**config.mk**
```make
export PLATFORM = sky130hd
export DESIGN_NAME = acl_action_top
export DESIGN_NICKNAME = d
export VERILOG_FILES = /design/src/hw/acl_action_pkg.sv /design/src/hw/acl_action_if.sv /design/src/hw/acl_action_regs.sv /design/src/hw/acl_action_decide.sv /design/src/hw/acl_action_top.sv
export VERILOG_INCLUDE_DIRS = /design/src /design/src/hw
export SDC_FILE = /design/constraint.sdc
export NUM_CORES = 1
export LEC_CHECK = 0
export ABC_AREA = 1
export BUFFER_PORTS_ARGS = -buffer_cell sky130_fd_sc_hd__buf_2
export CAP_MARGIN = 5
export CELL_PAD_IN_SITES_DETAIL_PLACEMENT = 0
export CELL_PAD_IN_SITES_GLOBAL_PLACEMENT = 1
export CORE_ASPECT_RATIO = 1.75
export CORE_UTILIZATION = 38
export CTS_CLUSTER_SIZE = 16
export DETAILED_ROUTE_END_ITERATION = 10
export GPL_TIMING_DRIVEN = 0
export MAX_ROUTING_LAYER = met4
export PLACE_DENSITY = 0.77
export SLEW_MARGIN = 0
export SYNTH_ARGS = -nofsm -noshare
export SYNTH_HDL_FRONTEND = slang
export SYNTH_SLANG_ARGS = --single-unit
```
**constraint.sdc**
```tcl
create_clock -name clk -period 1.9 [get_ports clk]
set_input_delay 0.095 -clock clk [delete_from_list [all_inputs] [get_ports clk]]
set_output_delay 0.095 -clock clk [all_outputs]
set_load 0.005 [all_outputs]
```
**src/hw/acl_action_defs.svh**
```systemverilog
// offsets, field positions, reset values and write mask of the rule action stage
`ifndef ACL_ACTION_DEFS_SVH
`define ACL_ACTION_DEFS_SVH

`define ADDR_IND_CTRL 8'h6e
`define ADDR_IND_OFFS 8'h6f
`define ADDR_IND_DATA 8'ha0
`define TABLE_CODE_ACL 3'h2
`define OFFS_PRIO_BYTE 8'h0a
`define OFFS_MAP_BYTE 8'h0b
`define PRIO_MODE_HI 7
`define PRIO_MODE_LO 6
`define PRIO_VAL_HI 5
`define PRIO_VAL_LO 3
`define REMARK_EN_BIT 2
`define REMARK_HI 1
`define REMARK_LO 0
`define MAP_MODE_HI 6
`define MAP_MODE_LO 5
`define MAP_HI 4
`define MAP_LO 0
`define RESET_BYTE 8'h00
`define MAP_WRITE_MASK 8'h7f
`define MAP_RESERVED_BIT 3

`endif

```
**src/hw/acl_action_pkg.sv**
```systemverilog
// types of the rule action stage
package acl_action_pkg;
    typedef enum logic [1:0] {
        prio_keep = 2'h0,
        prio_if_greater = 2'h1,
        prio_if_smaller = 2'h2,
        prio_replace = 2'h3
    } prio_mode_type;
    typedef enum logic [1:0] {
        map_lut_only = 2'h0,
        map_or = 2'h1,
        map_and = 2'h2,
        map_replace = 2'h3
    } map_mode_type;
    typedef enum logic [2:0] {
        st_idle = 3'b001,
        st_hold = 3'b010,
        st_out = 3'b100
    } stage_state_type;
endpackage

```
**src/hw/acl_action_if.sv**
```systemverilog
// action fields shared between the register file and the decision logic
`timescale 1ns/100ps
interface acl_action_if;
    import acl_action_pkg::*;
    prio_mode_type priority_select_mode;
    logic [2:0] rule_priority;
    logic remark_enable;
    logic [1:0] remark_priority_value;
    map_mode_type forward_map_mode;
    logic [4:0] rule_port_map;
    modport regs (output priority_select_mode, rule_priority, remark_enable,
        remark_priority_value, forward_map_mode, rule_port_map);
    modport user (input priority_select_mode, rule_priority, remark_enable,
        remark_priority_value, forward_map_mode, rule_port_map);
endinterface

```
**src/hw/acl_action_regs.sv**
```systemverilog
// indirect byte access to the action bytes of each port's rule entry
`timescale 1ns/100ps
`include "acl_action_defs.svh"
module acl_action_regs #(
    parameter int PORTS = 4
) (
    input wire logic clk,
    input wire logic rst_n,
    input wire logic [1:0] sel_port,
    input wire logic bus_wr,
    input wire logic [7:0] bus_addr,
    input wire logic [7:0] bus_wdata,
    output logic [7:0] bus_rdata,
    acl_action_if.regs act
);
    import acl_action_pkg::*;
    logic [7:0] ctrl, offs;
    logic [7:0] next_ctrl, next_offs;
    logic [7:0] prio_byte [PORTS];
    logic [7:0] map_byte [PORTS];
    logic [7:0] next_prio_byte [PORTS];
    logic [7:0] next_map_byte [PORTS];
    logic [1:0] ind_port;
    logic acl_sel, ind_ok;

    assign ind_port = ctrl[1:0] - 2'h1;
    assign acl_sel = ctrl[7:5] == `TABLE_CODE_ACL && ctrl[3:0] >= 4'h1
        && ctrl[3:0] <= 4'(PORTS);
    assign ind_ok = acl_sel && bus_addr == `ADDR_IND_DATA;

    always_comb begin
        next_ctrl = ctrl;
        next_offs = offs;
        next_prio_byte = prio_byte;
        next_map_byte = map_byte;
        bus_rdata = 8'h00;
        if (bus_wr && bus_addr == `ADDR_IND_CTRL) begin
            next_ctrl = bus_wdata;
        end
        if (bus_wr && bus_addr == `ADDR_IND_OFFS) begin
            next_offs = bus_wdata;
        end
        if (bus_wr && ind_ok && offs == `OFFS_PRIO_BYTE) begin
            next_prio_byte[ind_port] = bus_wdata;
        end
        if (bus_wr && ind_ok && offs == `OFFS_MAP_BYTE) begin
            next_map_byte[ind_port] = bus_wdata & `MAP_WRITE_MASK;
        end
        case (bus_addr)
            `ADDR_IND_CTRL: bus_rdata = ctrl;
            `ADDR_IND_OFFS: bus_rdata = offs;
            `ADDR_IND_DATA: begin
                if (acl_sel && offs == `OFFS_PRIO_BYTE) begin
                    bus_rdata = prio_byte[ind_port];
                end else if (acl_sel && offs == `OFFS_MAP_BYTE) begin
                    bus_rdata = map_byte[ind_port];
                end
            end
            default: bus_rdata = 8'h00;
        endcase
    end

    always_ff @(posedge clk) begin
        if (!rst_n) begin
            ctrl <= `RESET_BYTE;
            offs <= `RESET_BYTE;
            for (int i = 0; i < PORTS; i++) begin
                prio_byte[i] <= `RESET_BYTE;
                map_byte[i] <= `RESET_BYTE;
            end
        end else begin
            ctrl <= next_ctrl;
            offs <= next_offs;
            prio_byte <= next_prio_byte;
            map_byte <= next_map_byte;
        end
    end

    assign act.priority_select_mode =
        prio_mode_type'(prio_byte[sel_port][`PRIO_MODE_HI:`PRIO_MODE_LO]);
    assign act.rule_priority = prio_byte[sel_port][`PRIO_VAL_HI:`PRIO_VAL_LO];
    assign act.remark_enable = prio_byte[sel_port][`REMARK_EN_BIT];
    assign act.remark_priority_value = prio_byte[sel_port][`REMARK_HI:`REMARK_LO];
    assign act.forward_map_mode =
        map_mode_type'(map_byte[sel_port][`MAP_MODE_HI:`MAP_MODE_LO]);
    assign act.rule_port_map = map_byte[sel_port][`MAP_HI:`MAP_LO];

    reset_prio_a: assert property (@(posedge clk) !rst_n |=> prio_byte[0] == 8'h00)
        else $error("priority byte not cleared by reset");
    ind_write_a: assert property (@(posedge clk) disable iff (!rst_n)
        bus_wr && ind_ok && offs == 8'h0a |=> prio_byte[$past(ind_port)] == $past(bus_wdata))
        else $error("priority byte write lost");
    map_reserved_a: assert property (@(posedge clk) disable iff (!rst_n)
        map_byte[0][7] == 1'b0)
        else $error("map byte top bit set");
endmodule

```
**src/hw/acl_action_decide.sv**
```systemverilog
// priority and forwarding decision of one matched rule entry
`timescale 1ns/100ps
module acl_action_decide (
    input wire logic [2:0] qos_priority,
    input wire logic [4:0] lut_map,
    acl_action_if.user act,
    output logic [2:0] dec_priority,
    output logic [4:0] dec_map
);
    import acl_action_pkg::*;

    function automatic logic [4:0] clean_map(input logic [4:0] m);
        clean_map = m & 5'h17;
    endfunction

    always_comb begin
        case (act.priority_select_mode)
            prio_keep: dec_priority = qos_priority;
            prio_if_greater: dec_priority = (act.rule_priority > qos_priority) ?
                act.rule_priority : qos_priority;
            prio_if_smaller: dec_priority = (act.rule_priority < qos_priority) ?
                act.rule_priority : qos_priority;
            prio_replace: dec_priority = act.rule_priority;
            default: dec_priority = qos_priority;
        endcase
        case (act.forward_map_mode)
            map_lut_only: dec_map = lut_map;
            map_or: dec_map = lut_map | clean_map(act.rule_port_map);
            map_and: dec_map = lut_map & clean_map(act.rule_port_map);
            map_replace: dec_map = clean_map(act.rule_port_map);
            default: dec_map = lut_map;
        endcase
    end
endmodule

```
**src/hw/acl_action_top.sv**
```systemverilog
// rule action stage: indirect action bytes plus per-packet priority and map decision
`timescale 1ns/100ps
`include "acl_action_defs.svh"
module acl_action_top #(
    parameter int PORTS = 4
) (
    // clock and reset
    input wire logic clk,
    input wire logic rst_n,
    // register access
    input wire logic bus_wr,
    input wire logic [7:0] bus_addr,
    input wire logic [7:0] bus_wdata,
    output logic [7:0] bus_rdata,
    // packet in
    input wire logic pkt_valid,
    input wire logic [1:0] pkt_port,
    input wire logic pkt_match,
    input wire logic pkt_tagged,
    input wire logic [2:0] qos_priority,
    input wire logic [2:0] vlan_priority,
    input wire logic [4:0] lut_map,
    // decision out
    output logic out_valid,
    output logic [2:0] out_priority,
    output logic [2:0] out_vlan_priority,
    output logic [4:0] out_map
);
    import acl_action_pkg::*;
    acl_action_if act ();
    logic [2:0] dec_priority;
    logic [4:0] dec_map;
    logic [2:0] next_priority, next_vlan;
    logic [4:0] next_map;
    logic next_valid;

    acl_action_regs #(.PORTS(PORTS)) regs_i (
        .clk(clk),
        .rst_n(rst_n),
        .sel_port(pkt_port),
        .bus_wr(bus_wr),
        .bus_addr(bus_addr),
        .bus_wdata(bus_wdata),
        .bus_rdata(bus_rdata),
        .act(act.regs)
    );

    acl_action_decide decide_i (
        .qos_priority(qos_priority),
        .lut_map(lut_map),
        .act(act.user),
        .dec_priority(dec_priority),
        .dec_map(dec_map)
    );

    // ==========================================================
    // registered decision
    always_comb begin
        next_valid = pkt_valid;
        next_priority = qos_priority;
        next_vlan = vlan_priority;
        next_map = lut_map;
        if (pkt_valid && pkt_match) begin
            next_map = dec_map;
            if (pkt_tagged) begin
                next_priority = dec_priority;
            end
            if (act.remark_enable) begin
                next_vlan = {1'b0, act.remark_priority_value};
            end
        end
    end

    always_ff @(posedge clk) begin
        if (!rst_n) begin
            out_valid <= 1'b0;
            out_priority <= 3'h0;
            out_vlan_priority <= 3'h0;
            out_map <= 5'h00;
        end else begin
            out_valid <= next_valid;
            out_priority <= next_priority;
            out_vlan_priority <= next_vlan;
            out_map <= next_map;
        end
    end

    // ==========================================================
    // checks
    valid_follow_a: assert property (@(posedge clk) disable iff (!rst_n)
        1'b1 |=> out_valid == $past(pkt_valid))
        else $error("decision valid not one cycle after request");
    nomatch_pass_a: assert property (@(posedge clk) disable iff (!rst_n)
        pkt_valid && !pkt_match |=> out_map == $past(lut_map)
        && out_priority == $past(qos_priority)
        && out_vlan_priority == $past(vlan_priority))
        else $error("unmatched packet altered");
    replace_map_a: assert property (@(posedge clk) disable iff (!rst_n)
        pkt_valid && pkt_match && act.forward_map_mode == map_replace
        |=> out_map == ($past(act.rule_port_map) & 5'h17))
        else $error("map replace wrong");
    or_map_a: assert property (@(posedge clk) disable iff (!rst_n)
        pkt_valid && pkt_match && act.forward_map_mode == map_or
        |=> out_map == ($past(lut_map) | ($past(act.rule_port_map) & 5'h17)))
        else $error("or map wrong");
    and_map_a: assert property (@(posedge clk) disable iff (!rst_n)
        pkt_valid && pkt_match && act.forward_map_mode == map_and
        |=> out_map == ($past(lut_map) & $past(act.rule_port_map) & 5'h17))
        else $error("and map wrong");
    keep_map_a: assert property (@(posedge clk) disable iff (!rst_n)
        pkt_valid && pkt_match && act.forward_map_mode == map_lut_only
        |=> out_map == $past(lut_map))
        else $error("look-up map not kept");
    keep_prio_a: assert property (@(posedge clk) disable iff (!rst_n)
        pkt_valid && pkt_match && pkt_tagged
        && act.priority_select_mode == prio_keep
        |=> out_priority == $past(qos_priority))
        else $error("keep mode changed priority");
    greater_prio_a: assert property (@(posedge clk) disable iff (!rst_n)
        pkt_valid && pkt_match && pkt_tagged
        && act.priority_select_mode == prio_if_greater
        |=> out_priority == (($past(act.rule_priority) > $past(qos_priority)) ?
        $past(act.rule_priority) : $past(qos_priority)))
        else $error("greater mode chose wrong priority");
    smaller_prio_a: assert property (@(posedge clk) disable iff (!rst_n)
        pkt_valid && pkt_match && pkt_tagged
        && act.priority_select_mode == prio_if_smaller
        |=> out_priority == (($past(act.rule_priority) < $past(qos_priority)) ?
        $past(act.rule_priority) : $past(qos_priority)))
        else $error("smaller mode chose wrong priority");
    replace_prio_a: assert property (@(posedge clk) disable iff (!rst_n)
        pkt_valid && pkt_match && pkt_tagged && act.priority_select_mode == prio_replace
        |=> out_priority == $past(act.rule_priority))
        else $error("priority not replaced");
    untag_prio_a: assert property (@(posedge clk) disable iff (!rst_n)
        pkt_valid && pkt_match && !pkt_tagged
        |=> out_priority == $past(qos_priority))
        else $error("untagged packet priority changed");
    remark_a: assert property (@(posedge clk) disable iff (!rst_n)
        pkt_valid && pkt_match && act.remark_enable
        |=> out_vlan_priority == {1'b0, $past(act.remark_priority_value)})
        else $error("remark not applied");
    no_remark_a: assert property (@(posedge clk) disable iff (!rst_n)
        pkt_valid && pkt_match && !act.remark_enable
        |=> out_vlan_priority == $past(vlan_priority))
        else $error("vlan priority remarked while disabled");

    cov_remark: cover property (@(posedge clk) pkt_valid && pkt_match && act.remark_enable);
    cov_replace: cover property (@(posedge clk)
        pkt_valid && pkt_match && act.forward_map_mode == map_replace);
    cov_greater: cover property (@(posedge clk) pkt_valid && pkt_match && pkt_tagged
        && act.priority_select_mode == prio_if_greater);
    cov_and_map: cover property (@(posedge clk)
        pkt_valid && pkt_match && act.forward_map_mode == map_and);
    cov_untagged: cover property (@(posedge clk) pkt_valid && pkt_match && !pkt_tagged);
endmodule

```
## Word level (Yosys, flattened, before mapping)

Index checks and enable logic that the tools add are counted.
W data, S select, Z words.

| storage, ports and cells | value |
|---|---|
| output and inout port bits | 20 |
| word-level logic and storage cells | 80 |
| input bits | 35 |
| register bits | 92 |

| cells by class | value |
|---|---|
| bitwise logic cells | 4 |
| order comparisons | 7 |
| reduce and logical (&&, ||, !) cells | 14 |
| muxes and demuxes | 28 |
| equal/unequal tests | 12 |
| $add $sub $neg | 1 |

Operator list:

| operator | count |
|---|---|
| $mux W8 | 9 |
| $bmux W8 S2 | 4 |
| $bwmux W32 | 2 |
| $pmux W8 S3 | 1 |
| $pmux W5 S4 | 1 |
| $mux W3 | 6 |
| $demux W8 S2 | 1 |
| $eq A8 B4 Y1 const B | 2 |
| $eq A8 B7 Y1 const B | 2 |
| $mux W7 | 2 |
| $logic_and A1 B1 Y1 | 12 |
| $pmux W3 S4 | 1 |
| $eq A2 B2 Y1 const B | 4 |
| $eq A8 B8 Y1 const B | 1 |
| $ge A3 B3 Y1 const B | 2 |
| $not A2 Y3 | 2 |
| $and A5 B5 Y5 | 1 |
| $mux W5 | 1 |
| $or A5 B5 Y5 | 1 |
| $eq A2 B1 Y1 const B | 2 |
| $ge A4 B1 Y1 const B | 1 |
| $le A4 B3 Y1 const B | 1 |
| $logic_not A2 Y1 | 2 |
| $eq A3 B2 Y1 const B | 1 |
| 4 further kinds | 4 |

## Depth between registers and ports, before layout

| depth | value |
|---|---|
| word-level depth | 9 |
| mapped depth | 18 |
| mapped depth without buffers | 16 |

## Cells and area by module

A second synthesis with hierarchy kept.

| unflattened totals | value |
|---|---|
| cell total of the unflattened synthesis | 806 |
| area, all modules | 5176.2 µm² |

By module, submodules not included:

| module | seq. area each (µm²) | area an instance (µm²) | cells each | instances |
|---|---|---|---|---|
| acl_action_regs | 1521.5 | 4431.8 | 682 | 1 |
| acl_action_top | 240.2 | 437.9 | 61 | 1 |
| acl_action_decide | 0.0 | 306.5 | 63 | 1 |

## Worst setup path after synthesis

OpenSTA, ideal clock, no wires.

| timing | value |
|---|---|
| kind | reg2out |
| start point | register regs_i.ctrl[0] |
| end point | output port bus_rdata[0] |
| setup slack | -0.081 ns |
| data arrival time | 1.886 ns |
| stages on the path, launching flop included | 11 |
| path through | dfxtp_1 -> inv_1 -> clkbuf_1 -> ha_1 -> buf_2 -> inv_1 -> buf_2 -> o21ai_0 -> o211ai_1 -> nand3_1 -> nand3_1 |

| between the ends | value |
|---|---|
| word-level cells in the longest chain between the ends | 8 |
| elaborated cells between the ends (all ways) | 17 |
| those cells by class | add/sub (1); order compare (2); mux (9); bitwise (1); reduce/logical (4) |

Ends and longest elaborated chain:

| what | line | RTL |
|---|---|---|
| from (decl) | acl_action_regs.sv:17 | `logic [7:0] ctrl, offs;` |
| from (signal assigned) | acl_action_regs.sv:65 | `` ctrl <= `RESET_BYTE; `` |
| from (signal assigned) | acl_action_regs.sv:72 | `ctrl <= next_ctrl;` |
| $sub A2 B1 Y2 | acl_action_regs.sv:26 | `assign ind_port = ctrl[1:0] - 2'h1;` |
| $not A2 Y3 (not written as such) | acl_action_regs.sv:54, acl_action_regs.sv:56 |  |
| $bmux W8 S2 | acl_action_regs.sv:56 | `bus_rdata = map_byte[ind_port];` |
| $mux W8 (not written as such) (2 in series) | acl_action_regs.sv:56 |  |
| $mux W8 | acl_action_regs.sv:55 | `` end else if (acl_sel && offs == `OFFS_MAP_BYTE) begin `` |
| $mux W8 | acl_action_regs.sv:53 | `` if (acl_sel && offs == `OFFS_PRIO_BYTE) begin `` |
| $pmux W8 S3 (*) | acl_action_regs.sv:49 | `case (bus_addr)` |
| to (decl) | acl_action_top.sv:14 | `output logic [7:0] bus_rdata,` |

Every way passes the cells marked *; elsewhere a longest branch is shown, timed or not. The select of a mux whose other input is x is not followed.

## Final worst setup path

Same ends and word-level chain as after synthesis.

==> metrics.yaml <==
ys_seq_area_frac: 0.335
drv_cap: 0
place_area_um2: 5740
path_cells: "inv_4 -> buf_8 -> ha_4 -> clkinv_8 -> buf_8 -> a21oi_4 -> o21ai_2 -> nand3_2 -> nand2_1 -> nand3_1 -> nand3_1 -> buf_2"
power_frac_clock: 0.457
post-place-ws_ps: -895
place_congestion: 0.943
root_buffer: "clkbuf_16"
path_buf_inv: 5
postRouteAntennaNets: 0
hold_violations: 0
htree_levels: 3
rows: 56
die_h_um: 158
drv_slew: 0
yosys.area.top_type: "dfxtp_1"
critPathKind: "reg -> out"
outcome: "finished with violations"
avgSynthCellArea_um2: 6.24
initial_core_util: 0.391
area_growth_pct: 35.3
internal_power_mw: 3.03
crit_path_top_delay_cell: "dfxtp_4"
slowest_delay_ps: 380
vias: 5904
cts_buffer_depth: 2
antenna_found_initial: 0
min_period_ps: 2280
power_switching_mw: 1.13
finalSetupViolations: 68
antenna_cells: 0
violations: "setup timing"
power_mw: 4.16
crit_family: "buffers and inverters"
skew_ps: 14.0
clkTransAtPathRegs_ps: 80
finalInstanceArea_um2: 7120
synth.area.top_cells: "dfxtp_1, nand2_1, nor2_1"
p_per_area_nw_per_um2: 584
max-vdd-ir-drop_mv: 0.451
grt_first_pass_wirelength_um: 30000
synthDistinctLibCells: 31
cts_tree: "done"
dp_hpwl_um: 13800
synth-seq-cells: 88
synth_nets: 886
hp-class: "in -> reg"
p_leak_nw: 3.17
path_max_fanout: 6
wl_um: 19500
dr.pass1.iters: 5
cp.arrival_ps: 2180
synth_cells: 843
grt_max_degree: 18
grt_pass1_vias: 5681
final_net_count: 986
drtIter0Drc: 400
io_buffers: 51
fin_crit_sh: 1.20
fmax_mhz: 439
routed_via_density: 5.26
worstSkewPairLatency_ps: 360
die_width_um: 91.0
grt.total_usage: 0.287
startpoint_type: "flip-flop"
dieArea_um2: 14300
coreArea_um2: 13500
synthDominantCellAreaShare: 0.335
worst_pin_slew_ps: 711
drc: 0
cp-end-kind: "output port"
sw_frac_of_total: 0.272
relSlewSlack: 0.526
drive_above_1_share: 0.295
seqPwrFrac: 0.447
cts_buffers: 9
cp.required_ps: 1800
yosysWarnings: 0
overflow: 0
combPwrFrac: 0.096
clock_sinks: 88
syn_area_um2: 5260
ioPinCount: 55
setup_slack_ps: -377
wire_per_inst_um: 17.4
rsz0062_at_grt: "yes"
[power by group through the flow]
stage	Sequential, mW	Combinational [mW]	Clock [mW]
after floorplan	1.91	0.196	0
after global placement	1.91	0.352	0
after detailed placement	1.91	0.354	0
final	1.86	0.400	1.90
after global routing	1.86	0.440	1.99
after CTS	1.86	0.375	1.93
[metrics by stage]
step / instances / hold slack (ps) / setup TNS, ps / utilization
6_report: 1122 / 5.90 / -12260 / 0.530
5_1_grt: 1122 / 13.7 / -18570 / 0.530
4_1_cts: 1117 / 3.73 / -12750 / 0.500
3_5_place_dp: 1068 / 296 / -31770 / 0.427
3_3_place_gp: 1068 / 288 / -30850 / 0.427
2_1_floorplan: 843 / 188 / 0 / -
[cells by family after synthesis]
family | count (synthesis) | synth area share
buf+inv | 134 | 0.109
simple gates | 479 | 0.406
flops | 88 | 0.335
fa+ha+maj | 8 | 0.0190
compound gates | 134 | 0.131
[placed cells by master, fill, tap and decap left out, types with 3 or more instances in the layout]
| cell type | count |
|---|---|
| nand2_1 | 157 |
| nor2_1 | 153 |
| dfxtp_1 | 85 |
| inv_1 | 82 |
| buf_2 | 68 |
| o21ai_0 | 53 |
| a21oi_1 | 51 |
| nand3_1 | 42 |
| nand2_2 | 34 |
| nand3_2 | 33 |
| nor2_2 | 23 |
| buf_6 | 17 |
| o21ai_1 | 15 |
| buf_8 | 12 |
| nor2_4 | 12 |
| clkbuf_16 | 11 |
| nand3_4 | 10 |
| buf_4 | 10 |
| inv_2 | 6 |
| clkbuf_2 | 5 |
| ha_1 | 5 |
| clkbuf_1 | 4 |
| nand2_4 | 4 |
| inv_6 | 4 |
| o211ai_1 | 4 |
| buf_1 | 4 |
| nand4_1 | 4 |
| dlygate4sd3_1 | 4 |
| a21oi_2 | 3 |
| o21ai_2 | 3 |
| ha_4 | 3 |
| buf_12 | 3 |
[per-layer routing]
layer	wire length (um)	track usage	up-vias
met1	7330	0.303	2724
met5	0	-	-
met3	994	0.0370	71
met4	1410	0.200	0
met2	9770	0.498	234
li1	-	-	2875
[cell usage after synthesis (all sizes together)]
cell type  number
nand2         195
nor2          190
inv            91
dfxtp          88
nand3          85
o21ai          71
a21oi          55
buf            32
clkbuf         11
ha              8
nand4           5
o211ai          4
nor3            2
a22oi           1
a31oi           1
nand3b          1
nor4            1
o221ai          1
o22ai           1
[worst paths after layout]
kind | start | depth (start not counted) | slack [ps] | endpoint
worst max-delay path | regs_i.ctrl[0] | 12 | -380 | bus_rdata[0]
worst max register to register | regs_i.ctrl[0] | 15 | -210 | regs_i.map_byte[26]
worst min-delay path | lut_map[0] | 3 | 6 | out_map[0]
worst min register to register | regs_i.ctrl[4] | 2 | 470 | regs_i.ctrl[4]
[registers in the layout, indices dropped and copies added (netlist names)]
register / cells
out_map: 5
out_priority: 3
out_valid: 1
out_vlan_priority: 3
regs_i.ctrl: 8
regs_i.map_byte: 28
regs_i.offs: 8
regs_i.prio_byte: 32
[layout make-up]
class	count	area [um2]
inverters	91	362
repair inverters	1	11.3
plain buffers	42	309
repair buffers	89	738
fillers	1347	6330
flip-flops and latches	88	1770
well taps	174	218
multi-input cells	621	3410
clock buffers	9	225
clock inverters	7	87.6
[timing repair]
action / in CTS / in global routing
gates cloned: 8 / 1
setup buffers: 21 / 5
resized for setup: 111 / 92
hold buffers: 4 / 0
hold endpoints to repair: 4 / 0
pin swaps: 18 / 35
setup endpoints to repair: 71 / 71
[worst min-delay path: stages]
cell     delay [ps]
buf_2            90
a21oi_1          60
nor2_1           80
Note: power is estimated with default switching activity, not from simulation.
